**src/hdl/timer_pkg.sv**
```systemverilog
// Shared constants for the down timer, PWM, buzzer and infrared block
package timer_pkg;

	// Register offsets on the plain register port
	localparam logic [2:0] OFF_COUNT_LOW    = 3'h0;
	localparam logic [2:0] OFF_CONTROL_ONE  = 3'h1;
	localparam logic [2:0] OFF_CONTROL_TWO  = 3'h2;
	localparam logic [2:0] OFF_DUTY_LOW     = 3'h3;
	localparam logic [2:0] OFF_PRESCALE     = 3'h4;
	localparam logic [2:0] OFF_BUZZER       = 3'h5;
	localparam logic [2:0] OFF_INFRARED     = 3'h6;
	localparam logic [2:0] OFF_SHARED_HIGH  = 3'h7;

	// timer_control_one fields
	localparam int CR1_ENABLE_BIT   = 0;
	localparam int CR1_RELOAD_BIT   = 1;
	localparam int CR1_ONESHOT_BIT  = 2;
	localparam int CR1_PWM_AL_BIT   = 6;
	localparam int CR1_PWM_OE_BIT   = 7;

	// timer_control_two fields
	localparam int CR2_SEL_LSB      = 0;
	localparam int CR2_PS_DIS_BIT   = 3;
	localparam int CR2_EDGE_BIT     = 4;
	localparam int CR2_SRC_BIT      = 5;

	// buzzer_control fields
	localparam int BUZ_SEL_LSB      = 0;
	localparam int BUZ_EN_BIT       = 7;

	// infrared_control fields
	localparam int IR_EN_BIT        = 0;
	localparam int IR_FAST_BIT      = 1;
	localparam int IR_POL_BIT       = 2;

	// shared_high_bits fields
	localparam int HIGH_DUTY_LSB    = 0;
	localparam int HIGH_RELOAD_LSB  = 4;

	// Values after reset, and the free-running wrap value
	localparam logic [2:0] PS_SEL_RST   = 3'h7;
	localparam logic [3:0] BUZ_SEL_RST  = 4'hf;
	localparam logic [7:0] PRESCALE_RST = 8'hff;
	localparam logic [9:0] COUNT_RST    = 10'h000;
	localparam logic [9:0] COUNT_WRAP   = 10'h3ff;

	// Infrared carrier division of the 4 MHz source
	localparam logic [6:0] IR_DIV_57K   = 7'h40;
	localparam logic [6:0] IR_DIV_38K   = 7'h60;
	localparam logic [6:0] IR_HALF_57K  = IR_DIV_57K >> 1;
	localparam logic [6:0] IR_HALF_38K  = IR_DIV_38K >> 1;

endpackage

```
**src/hdl/edge_sync.sv**
```systemverilog
// Two-flop synchroniser with registered rise and fall pulses
`timescale 1ns/1ns
module edge_sync (
	input  wire logic clk_i,
	input  wire logic rst_n_i,
	input  wire logic pin_i,
	output logic      rise_o,
	output logic      fall_o
);

	typedef struct packed {
		logic meta;
		logic sync;
		logic last;
		logic rise;
		logic fall;
	} sync_s;

	sync_s st_q;
	sync_s st_d;

	always_comb
	begin
		st_d      = st_q;
		st_d.meta = pin_i;
		st_d.sync = st_q.meta;
		st_d.last = st_q.sync;
		// Edges judged on the second and third stages only
		st_d.rise = st_q.sync & ~st_q.last;
		st_d.fall = ~st_q.sync & st_q.last;
	end

	always_ff @(posedge clk_i or negedge rst_n_i)
	begin
		if (!rst_n_i)
			st_q <= '0;
		else
			st_q <= st_d;
	end

	assign rise_o = st_q.rise;
	assign fall_o = st_q.fall;

endmodule

```
**src/hdl/ir_carrier.sv**
```systemverilog
// Infrared carrier divider running from pulses of the 4 MHz source
`timescale 1ns/1ns
module ir_carrier
	import timer_pkg::*;
(
	input  wire logic clk_i,
	input  wire logic rst_n_i,
	input  wire logic tick_i,
	input  wire logic enable_i,
	input  wire logic fast_i,
	output logic      carrier_o
);

	typedef struct packed {
		logic [6:0] cnt;
		logic       level;
	} carrier_s;

	carrier_s   st_q;
	carrier_s   st_d;
	logic [6:0] half;

	assign half = fast_i ? IR_HALF_57K : IR_HALF_38K;

	always_comb
	begin
		st_d = st_q;
		if (!enable_i)
		begin
			// Restart from a known phase on every enable
			st_d.cnt   = 7'h00;
			st_d.level = 1'b0;
		end
		else if (tick_i)
		begin
			if (st_q.cnt >= half - 7'h01)
			begin
				st_d.cnt   = 7'h00;
				st_d.level = ~st_q.level;
			end
			else
				st_d.cnt = st_q.cnt + 7'h01;
		end
	end

	always_ff @(posedge clk_i or negedge rst_n_i)
	begin
		if (!rst_n_i)
			st_q <= '0;
		else
			st_q <= st_d;
	end

	assign carrier_o = st_q.level;
endmodule

```
**src/hdl/down_timer_pwm_buzzer_ir.sv**
```systemverilog
// Ten-bit down timer with prescaler, PWM, buzzer and infrared carrier
// Contract
// - Reading the count register returns the counter's low eight bits.
// - Writing the count register loads counter and reload from data plus high bits.
// - Counter counts only while its enable bit is set.
// - Free-running without auto-reload wraps to 0x3ff on underflow.
// - Free-running with auto-reload loads the reload value on underflow.
// - One-shot mode counts once to zero and stops at underflow.
// - PWM active-low bit set inverts the PWM output level.
// - PWM output enable puts the waveform on the pin, else buzzer tone if enabled, else ordinary port data.
// - Prescaler rate code selects division by two to the code plus one.
// - Prescaler disable bit set removes the prescaler from the clock path.
// - External edge bit chooses falling edges when set, rising when clear.
// - Clock source bit selects external pin when set, instruction clock otherwise.
// - PWM period is the reload value plus one ticks; duty is ten bits from two registers.
// - Prescaler count register reads the live prescaler, read-only, resets to ones.
// - Buzzer codes 0 to 7 take prescaler taps dividing by 2 to 256.
// - Buzzer codes 8 to 15 take counter bits 0 to 7.
// - Buzzer enable bit gates the buzzer output; it resets clear.
// - Infrared enable bit gates carrier generation; it resets clear.
// - Carrier frequency bit selects 62.5 kHz when set, about 41.7 kHz when clear.
// - Carrier polarity bit picks pin data one or zero for carrier output.
// - Carrier derives from the 4 MHz source divided by 64 or 96.
`timescale 1ns/1ns
module down_timer_pwm_buzzer_ir
	import timer_pkg::*;
(
	input  wire logic       SYS_CLK_I,
	input  wire logic       RST_N_I,
	input  wire logic [2:0] REG_ADDR_I,
	input  wire logic [7:0] REG_WDATA_I,
	input  wire logic       REG_WR_I,
	input  wire logic       REG_RD_I,
	input  wire logic       EXT_CLK_I,
	input  wire logic       HF_CLK_I,
	input  wire logic       GPIO_DATA_I,
	input  wire logic       IR_DATA_I,
	output logic [7:0]      REG_RDATA_O,
	output logic            PIN_DATA_O,
	output logic            PIN_OWNED_O,
	output logic            IR_O,
	output logic            UNDERFLOW_O
);

	typedef struct packed {
		logic [7:0] rdata;
		logic       en;
		logic       reload_sel;
		logic       one_shot;
		logic       pwm_al;
		logic       pwm_oe;
		logic [2:0] ps_sel;
		logic       ps_dis;
		logic       edge_fall;
		logic       src_ext;
		logic [7:0] duty_low;
		logic [5:0] high;
		logic [7:0] reload_low;
		logic [9:0] count;
		logic       os_done;
		logic [7:0] ps_count;
		logic       buz_en;
		logic [3:0] buz_sel;
		logic       ir_en;
		logic       ir_fast;
		logic       ir_pol;
		logic       pin;
		logic       owned;
		logic       ir;
		logic       underflow;
	} state_s;

	state_s     st_q;
	state_s     st_d;

	logic       ext_rise;
	logic       ext_fall;
	logic       hf_rise;
	logic       carrier;
	logic       src_tick;
	logic [3:0] ps_shift;
	logic [7:0] ps_mask;
	logic       ps_tick;
	logic       timer_tick;
	logic       cnt_wr;
	logic [9:0] reload_val;
	logic [9:0] duty_val;
	logic       pwm_level;
	logic       tone;
	logic       ir_gate;

	edge_sync u_ext_sync (
		.clk_i   (SYS_CLK_I),
		.rst_n_i (RST_N_I),
		.pin_i   (EXT_CLK_I),
		.rise_o  (ext_rise),
		.fall_o  (ext_fall)
	);

	edge_sync u_hf_sync (
		.clk_i   (SYS_CLK_I),
		.rst_n_i (RST_N_I),
		.pin_i   (HF_CLK_I),
		.rise_o  (hf_rise),
		.fall_o  ()
	);

	ir_carrier u_carrier (
		.clk_i     (SYS_CLK_I),
		.rst_n_i   (RST_N_I),
		.tick_i    (hf_rise),
		.enable_i  (st_q.ir_en),
		.fast_i    (st_q.ir_fast),
		.carrier_o (carrier)
	);

	// Instruction clock is one tick per system clock
	assign src_tick = st_q.src_ext ? (st_q.edge_fall ? ext_fall : ext_rise) : 1'b1;

	// Rate code n wraps the low n+1 prescaler bits
	assign ps_shift   = {1'b0, st_q.ps_sel} + 4'h1;
	assign ps_mask    = ~(8'hff << ps_shift);
	assign ps_tick    = src_tick && ((st_q.ps_count & ps_mask) == 8'h00);
	assign timer_tick = st_q.ps_dis ? src_tick : ps_tick;

	assign cnt_wr     = REG_WR_I && (REG_ADDR_I == OFF_COUNT_LOW);
	assign reload_val = {st_q.high[HIGH_RELOAD_LSB +: 2], st_q.reload_low};
	assign duty_val   = {st_q.high[HIGH_DUTY_LSB +: 2], st_q.duty_low};

	// Down counter runs from the reload value, so a smaller count means later in the frame
	assign pwm_level  = (st_q.count < duty_val) ^ st_q.pwm_al;
	assign tone       = st_q.buz_sel[3] ? st_q.count[st_q.buz_sel[2:0]]
	                                    : st_q.ps_count[st_q.buz_sel[2:0]];
	assign ir_gate    = st_q.ir_pol ? ~IR_DATA_I : IR_DATA_I;

	always_comb
	begin
		st_d           = st_q;
		st_d.rdata     = 8'h00;
		st_d.underflow = 1'b0;

		if (REG_RD_I)
		begin
			if (REG_ADDR_I == OFF_COUNT_LOW)
				st_d.rdata = st_q.count[7:0];
			else if (REG_ADDR_I == OFF_CONTROL_ONE)
				st_d.rdata = {5'h00, st_q.one_shot, st_q.reload_sel, st_q.en};
			else if (REG_ADDR_I == OFF_CONTROL_TWO)
				st_d.rdata = {2'h0, st_q.src_ext, st_q.edge_fall, st_q.ps_dis, st_q.ps_sel};
			else if (REG_ADDR_I == OFF_PRESCALE)
				st_d.rdata = st_q.ps_count;
			else if (REG_ADDR_I == OFF_SHARED_HIGH)
				st_d.rdata = {2'h0, st_q.high};
			else
				st_d.rdata = 8'h00;
		end

		// Prescaler advances on source ticks only while it is in the path
		if (!st_q.ps_dis && src_tick)
			st_d.ps_count = st_q.ps_count - 8'h01;

		if (cnt_wr)
		begin
			st_d.reload_low = REG_WDATA_I;
			st_d.count      = {st_q.high[HIGH_RELOAD_LSB +: 2], REG_WDATA_I};
			st_d.os_done    = 1'b0;
		end
		else if (st_q.en && timer_tick && !(st_q.one_shot && st_q.os_done))
		begin
			if (st_q.count == 10'h000)
			begin
				st_d.underflow = 1'b1;
				if (st_q.one_shot)
					st_d.os_done = 1'b1;
				else if (st_q.reload_sel)
					st_d.count = reload_val;
				else
					st_d.count = COUNT_WRAP;
			end
			else
				st_d.count = st_q.count - 10'h001;
		end
		if (!st_q.one_shot)
			st_d.os_done = 1'b0;

		if (REG_WR_I)
		begin
			if (REG_ADDR_I == OFF_CONTROL_ONE)
			begin
				st_d.en         = REG_WDATA_I[CR1_ENABLE_BIT];
				st_d.reload_sel = REG_WDATA_I[CR1_RELOAD_BIT];
				st_d.one_shot   = REG_WDATA_I[CR1_ONESHOT_BIT];
				st_d.pwm_al     = REG_WDATA_I[CR1_PWM_AL_BIT];
				st_d.pwm_oe     = REG_WDATA_I[CR1_PWM_OE_BIT];
			end
			else if (REG_ADDR_I == OFF_CONTROL_TWO)
			begin
				// Rate changes are the firmware's to time while disabled
				st_d.ps_sel    = REG_WDATA_I[CR2_SEL_LSB +: 3];
				st_d.ps_dis    = REG_WDATA_I[CR2_PS_DIS_BIT];
				st_d.edge_fall = REG_WDATA_I[CR2_EDGE_BIT];
				st_d.src_ext   = REG_WDATA_I[CR2_SRC_BIT];
			end
			else if (REG_ADDR_I == OFF_DUTY_LOW)
				st_d.duty_low = REG_WDATA_I;
			else if (REG_ADDR_I == OFF_BUZZER)
			begin
				st_d.buz_en  = REG_WDATA_I[BUZ_EN_BIT];
				st_d.buz_sel = REG_WDATA_I[BUZ_SEL_LSB +: 4];
			end
			else if (REG_ADDR_I == OFF_INFRARED)
			begin
				st_d.ir_en   = REG_WDATA_I[IR_EN_BIT];
				st_d.ir_fast = REG_WDATA_I[IR_FAST_BIT];
				st_d.ir_pol  = REG_WDATA_I[IR_POL_BIT];
			end
			else if (REG_ADDR_I == OFF_SHARED_HIGH)
				st_d.high = REG_WDATA_I[5:0];
		end

		// PWM takes the pin over the buzzer when both are enabled
		if (st_q.pwm_oe)
			st_d.pin = pwm_level;
		else if (st_q.buz_en)
			st_d.pin = tone;
		else
			st_d.pin = GPIO_DATA_I;
		st_d.owned = st_q.pwm_oe | st_q.buz_en;
		st_d.ir    = st_q.ir_en & carrier & ir_gate;
	end

	always_ff @(posedge SYS_CLK_I or negedge RST_N_I)
	begin
		if (!RST_N_I)
		begin
			st_q          <= '0;
			st_q.ps_sel   <= PS_SEL_RST;
			st_q.ps_dis   <= 1'b1;
			st_q.edge_fall <= 1'b1;
			st_q.src_ext  <= 1'b1;
			st_q.count    <= COUNT_RST;
			st_q.ps_count <= PRESCALE_RST;
			st_q.buz_sel  <= BUZ_SEL_RST;
		end
		else
			st_q <= st_d;
	end

	assign REG_RDATA_O = st_q.rdata;
	assign PIN_DATA_O  = st_q.pin;
	assign PIN_OWNED_O = st_q.owned;
	assign IR_O        = st_q.ir;
	assign UNDERFLOW_O = st_q.underflow;
endmodule

```
**config.mk**
```make
export PLATFORM = sky130hd
export DESIGN_NAME = down_timer_pwm_buzzer_ir
export DESIGN_NICKNAME = d
export VERILOG_FILES = /design/src/hdl/timer_pkg.sv /design/src/hdl/edge_sync.sv /design/src/hdl/ir_carrier.sv /design/src/hdl/down_timer_pwm_buzzer_ir.sv
export SDC_FILE = /design/constraint.sdc
export NUM_CORES = 1
export LEC_CHECK = 0
export BUFFER_PORTS_ARGS = -buffer_cell sky130_fd_sc_hd__clkbuf_2
export CORE_ASPECT_RATIO = 0.6
export CORE_MARGIN = 2
export CORE_UTILIZATION = 40
export CTS_CLUSTER_SIZE = 20
export DETAILED_ROUTE_END_ITERATION = 6
export PLACE_DENSITY = 0.59
export RECOVER_POWER = 25
export SLEW_MARGIN = 10
export SYNTH_ARGS = -nofsm -noshare
export SYNTH_HDL_FRONTEND = slang
export SYNTH_HIERARCHICAL = 1
export SYNTH_SLANG_ARGS = --single-unit
export TNS_END_PERCENT = 100
```
**constraint.sdc**
```tcl
create_clock -name SYS_CLK_I -period 6 [get_ports SYS_CLK_I]
set_clock_uncertainty 0.1 [all_clocks]
set_input_delay 0.6 -clock SYS_CLK_I [delete_from_list [all_inputs] [get_ports SYS_CLK_I]]
set_output_delay 0.6 -clock SYS_CLK_I [all_outputs]
set_load 0.01 [all_outputs]
```
==> flow_metrics.py <==
metrics = {
    "outcome": {
        "violations": "capacitance limit, slew limit",
        "outcome": "finished with violations",
    },
    "grt": {
        "grt_use_met2_pct": 25.8,
        "grt_pass1_wl_um": 18600,
        "grt_max_degree": 56,
        "antenna_found_initial": 0,
        "met1_usage_pct": 30.8,
        "use_met3_pct": 7.22,
        "track_usage_pct": 19.9,
        "grt_pass1_vias": 3272,
        "globalRoute.busiestLayer": "met1",
        "overflow": 0,
    },
    "drt": {
        "vias": 3451,
        "drc_errors": 0,
        "drt_first_iter_violations": 317,
        "firstDrtPassIters": 5,
        "postRouteAntennaNets": 0,
        "wl_um": 11500,
        "vias_per_cell": 5.55,
        "route.detailed.wl_per_inst_um": 18.5,
    },
    "power": {
        "p_leak_nw": 2.30,
        "powerDensity_mw_per_mm2": 404,
        "fin_total_pwr_mw": 2.10,
        "vdd_drop_max_v": 0.000195,
    },
    "sta": {
        "hold_violations": 0,
        "max-slew-margin-rel_pct": -32.5,
        "grt_setup_unrepaired": "false",
        "setup_slack_ns": 3.31,
        "post-route-min-period_ns": 2.69,
        "fmax_mhz": 372,
        "finalCritPeriodShare_pct": 44.8,
        "maxSlewViolCount": 36,
        "worst_slew_pin_slew_ns": 1.99,
        "setup_violations": 0,
        "totalNegativeSetupSlack_ns": 0,
    },
    "layout": {
        "stdcell_count": 622,
        "fin_nets": 492,
        "syn2layout_area_growth_pct": 10.4,
        "drive_gt1_share_pct": 24.7,
        "layout_commonest_cell": "dfrtp_1",
        "antenna_cells": 0,
        "layout_common_cells": "dfrtp_1, nand2_1, mux2_2",
    },
    "synthesis": {
        "syn_avg_cell_area_um2": 10.8,
        "ys_warn_count": 6,
        "syn_nets": 471,
        "synthCells": 436,
        "syn_area_mm2": 0.00470,
    },
    "placement": {
        "hpwlAfterDp_um": 8430,
        "pre_cts_slack_ns": 3.21,
        "dp_cells": 606,
        "gp_congestion": 0.884,
        "port_buffers": 30,
    },
    "floorplan": {
        "fp-row-count": 30,
        "die_w_um": 144,
        "ios": 31,
        "die_h_um": 88.0,
        "dieArea_mm2": 0.0127,
        "initial_core_util_pct": 41.3,
        "core-area_mm2": 0.0114,
    },
    "clock_network": {
        "numCtsBuffers": 9,
        "clock-root-buffer": "clkbuf_16",
        "cts_setup_buffers": 0,
        "cts_sinks": 89,
        "cts_htree_levels": 3,
        "cts_resized": 0,
        "cts_tree": "done",
        "cts_hold_buffers": 0,
        "clk_path_buf_depth": 2,
        "clock_latency_ns": 0.35,
        "clk_pin_slew_worst_paths_ns": 0.07,
    },
    "worst_setup_path": {
        "worst-path-max-fanout": 8,
        "critPathRequiredTime_ns": 6.17,
        "crit_path_start_kind": "flop",
        "critPathKind": "flop to flop",
        "arrival_ns": 2.86,
        "end_kind": "flop",
    },
    "run": {
        "drv_cap": 1,
    },
    "hold_path": {
        "hold_path_class": "flop to flop",
    },
}
-- critical path, cell delays in order (launching register included) --
cell and delay [ns]:
dfstp_2 0.61, ha_1 0.17, ha_1 0.24, a31oi_1 0.19, o221ai_1 0.18, o31ai_4 0.33
nand2_1 0.11, or4_1 0.51, a31oi_1 0.17
-- per-stage QoR --
step           util, %  area, um2  hold WS (ns)
2_1_floorplan        -       4700         0.204
3_3_place_gp      43.2       4910         0.234
3_5_place_dp      43.2       4910         0.239
4_1_cts           45.6       5190         0.129
5_1_grt           45.6       5190         0.246
6_report          45.6       5190         0.250
-- routing by layer --
metal / wire, um / up-vias
met5: 0 / -
met4: 118 / 0
met3: 1130 / 12
met2: 4490 / 125
met1: 5780 / 1713
li1: - / 1601
-- area by class of cell --
type / instances / area (um2)
inverters: 23 / 86.3
clock buffers: 10 / 239
well taps: 160 / 200
repair buffers: 31 / 155
clock inverters: 6 / 41.3
multi-input cells: 303 / 2210
fillers: 1104 / 6190
flip-flops and latches: 89 / 2250
-- sequential cells by signal, indices dropped and copies added, names as in the netlist --
signal               count
u_hf_sync/st_q           1
duty_val                10
u_carrier/st_q           7
u_ext_sync/fall_o        1
u_ext_sync/st_d          2
PIN_DATA_O               1
PIN_OWNED_O              1
u_ext_sync/st_q          1
REG_RDATA_O              8
st_q                    40
reload_val              10
u_hf_sync/rise_o         1
u_carrier/carrier_o      1
UNDERFLOW_O              1
u_ext_sync/rise_o        1
u_hf_sync/st_d           2
IR_O                     1
-- worst paths after layout --
check | start | end | slack [ns] | depth (start not counted)
worst max-delay path | st_q[57]$_DFFE_PN1P_ | st_q[27]$_DFFE_PN0P_ | 3.31 | 8
worst min-delay path | u_hf_sync/st_d[3]$_DFF_PN0_ | u_hf_sync/st_d[2]$_DFF_PN0_ | 0.25 | 0
worst max register to register | st_q[57]$_DFFE_PN1P_ | st_q[27]$_DFFE_PN0P_ | 3.31 | 8
worst min register to register | u_hf_sync/st_d[3]$_DFF_PN0_ | u_hf_sync/st_d[2]$_DFF_PN0_ | 0.25 | 0
max in group asynchronous | RST_N_I | REG_RDATA_O[2]$_DFF_PN0_ | 3.50 | 2
min in group asynchronous | RST_N_I | duty_val[1]$_DFFE_PN0P_ | 0.71 | 1
-- power breakdown --
part / internal, mW / leakage [nW] / switching (mW)
Sequential: 0.764 / 1.08 / 0.202
Combinational: 0.287 / 1.09 / 0.311
Clock: 0.292 / 0.131 / 0.240
Total: 1.34 / 2.30 / 0.754
Power figures use the tool's default switching activity.
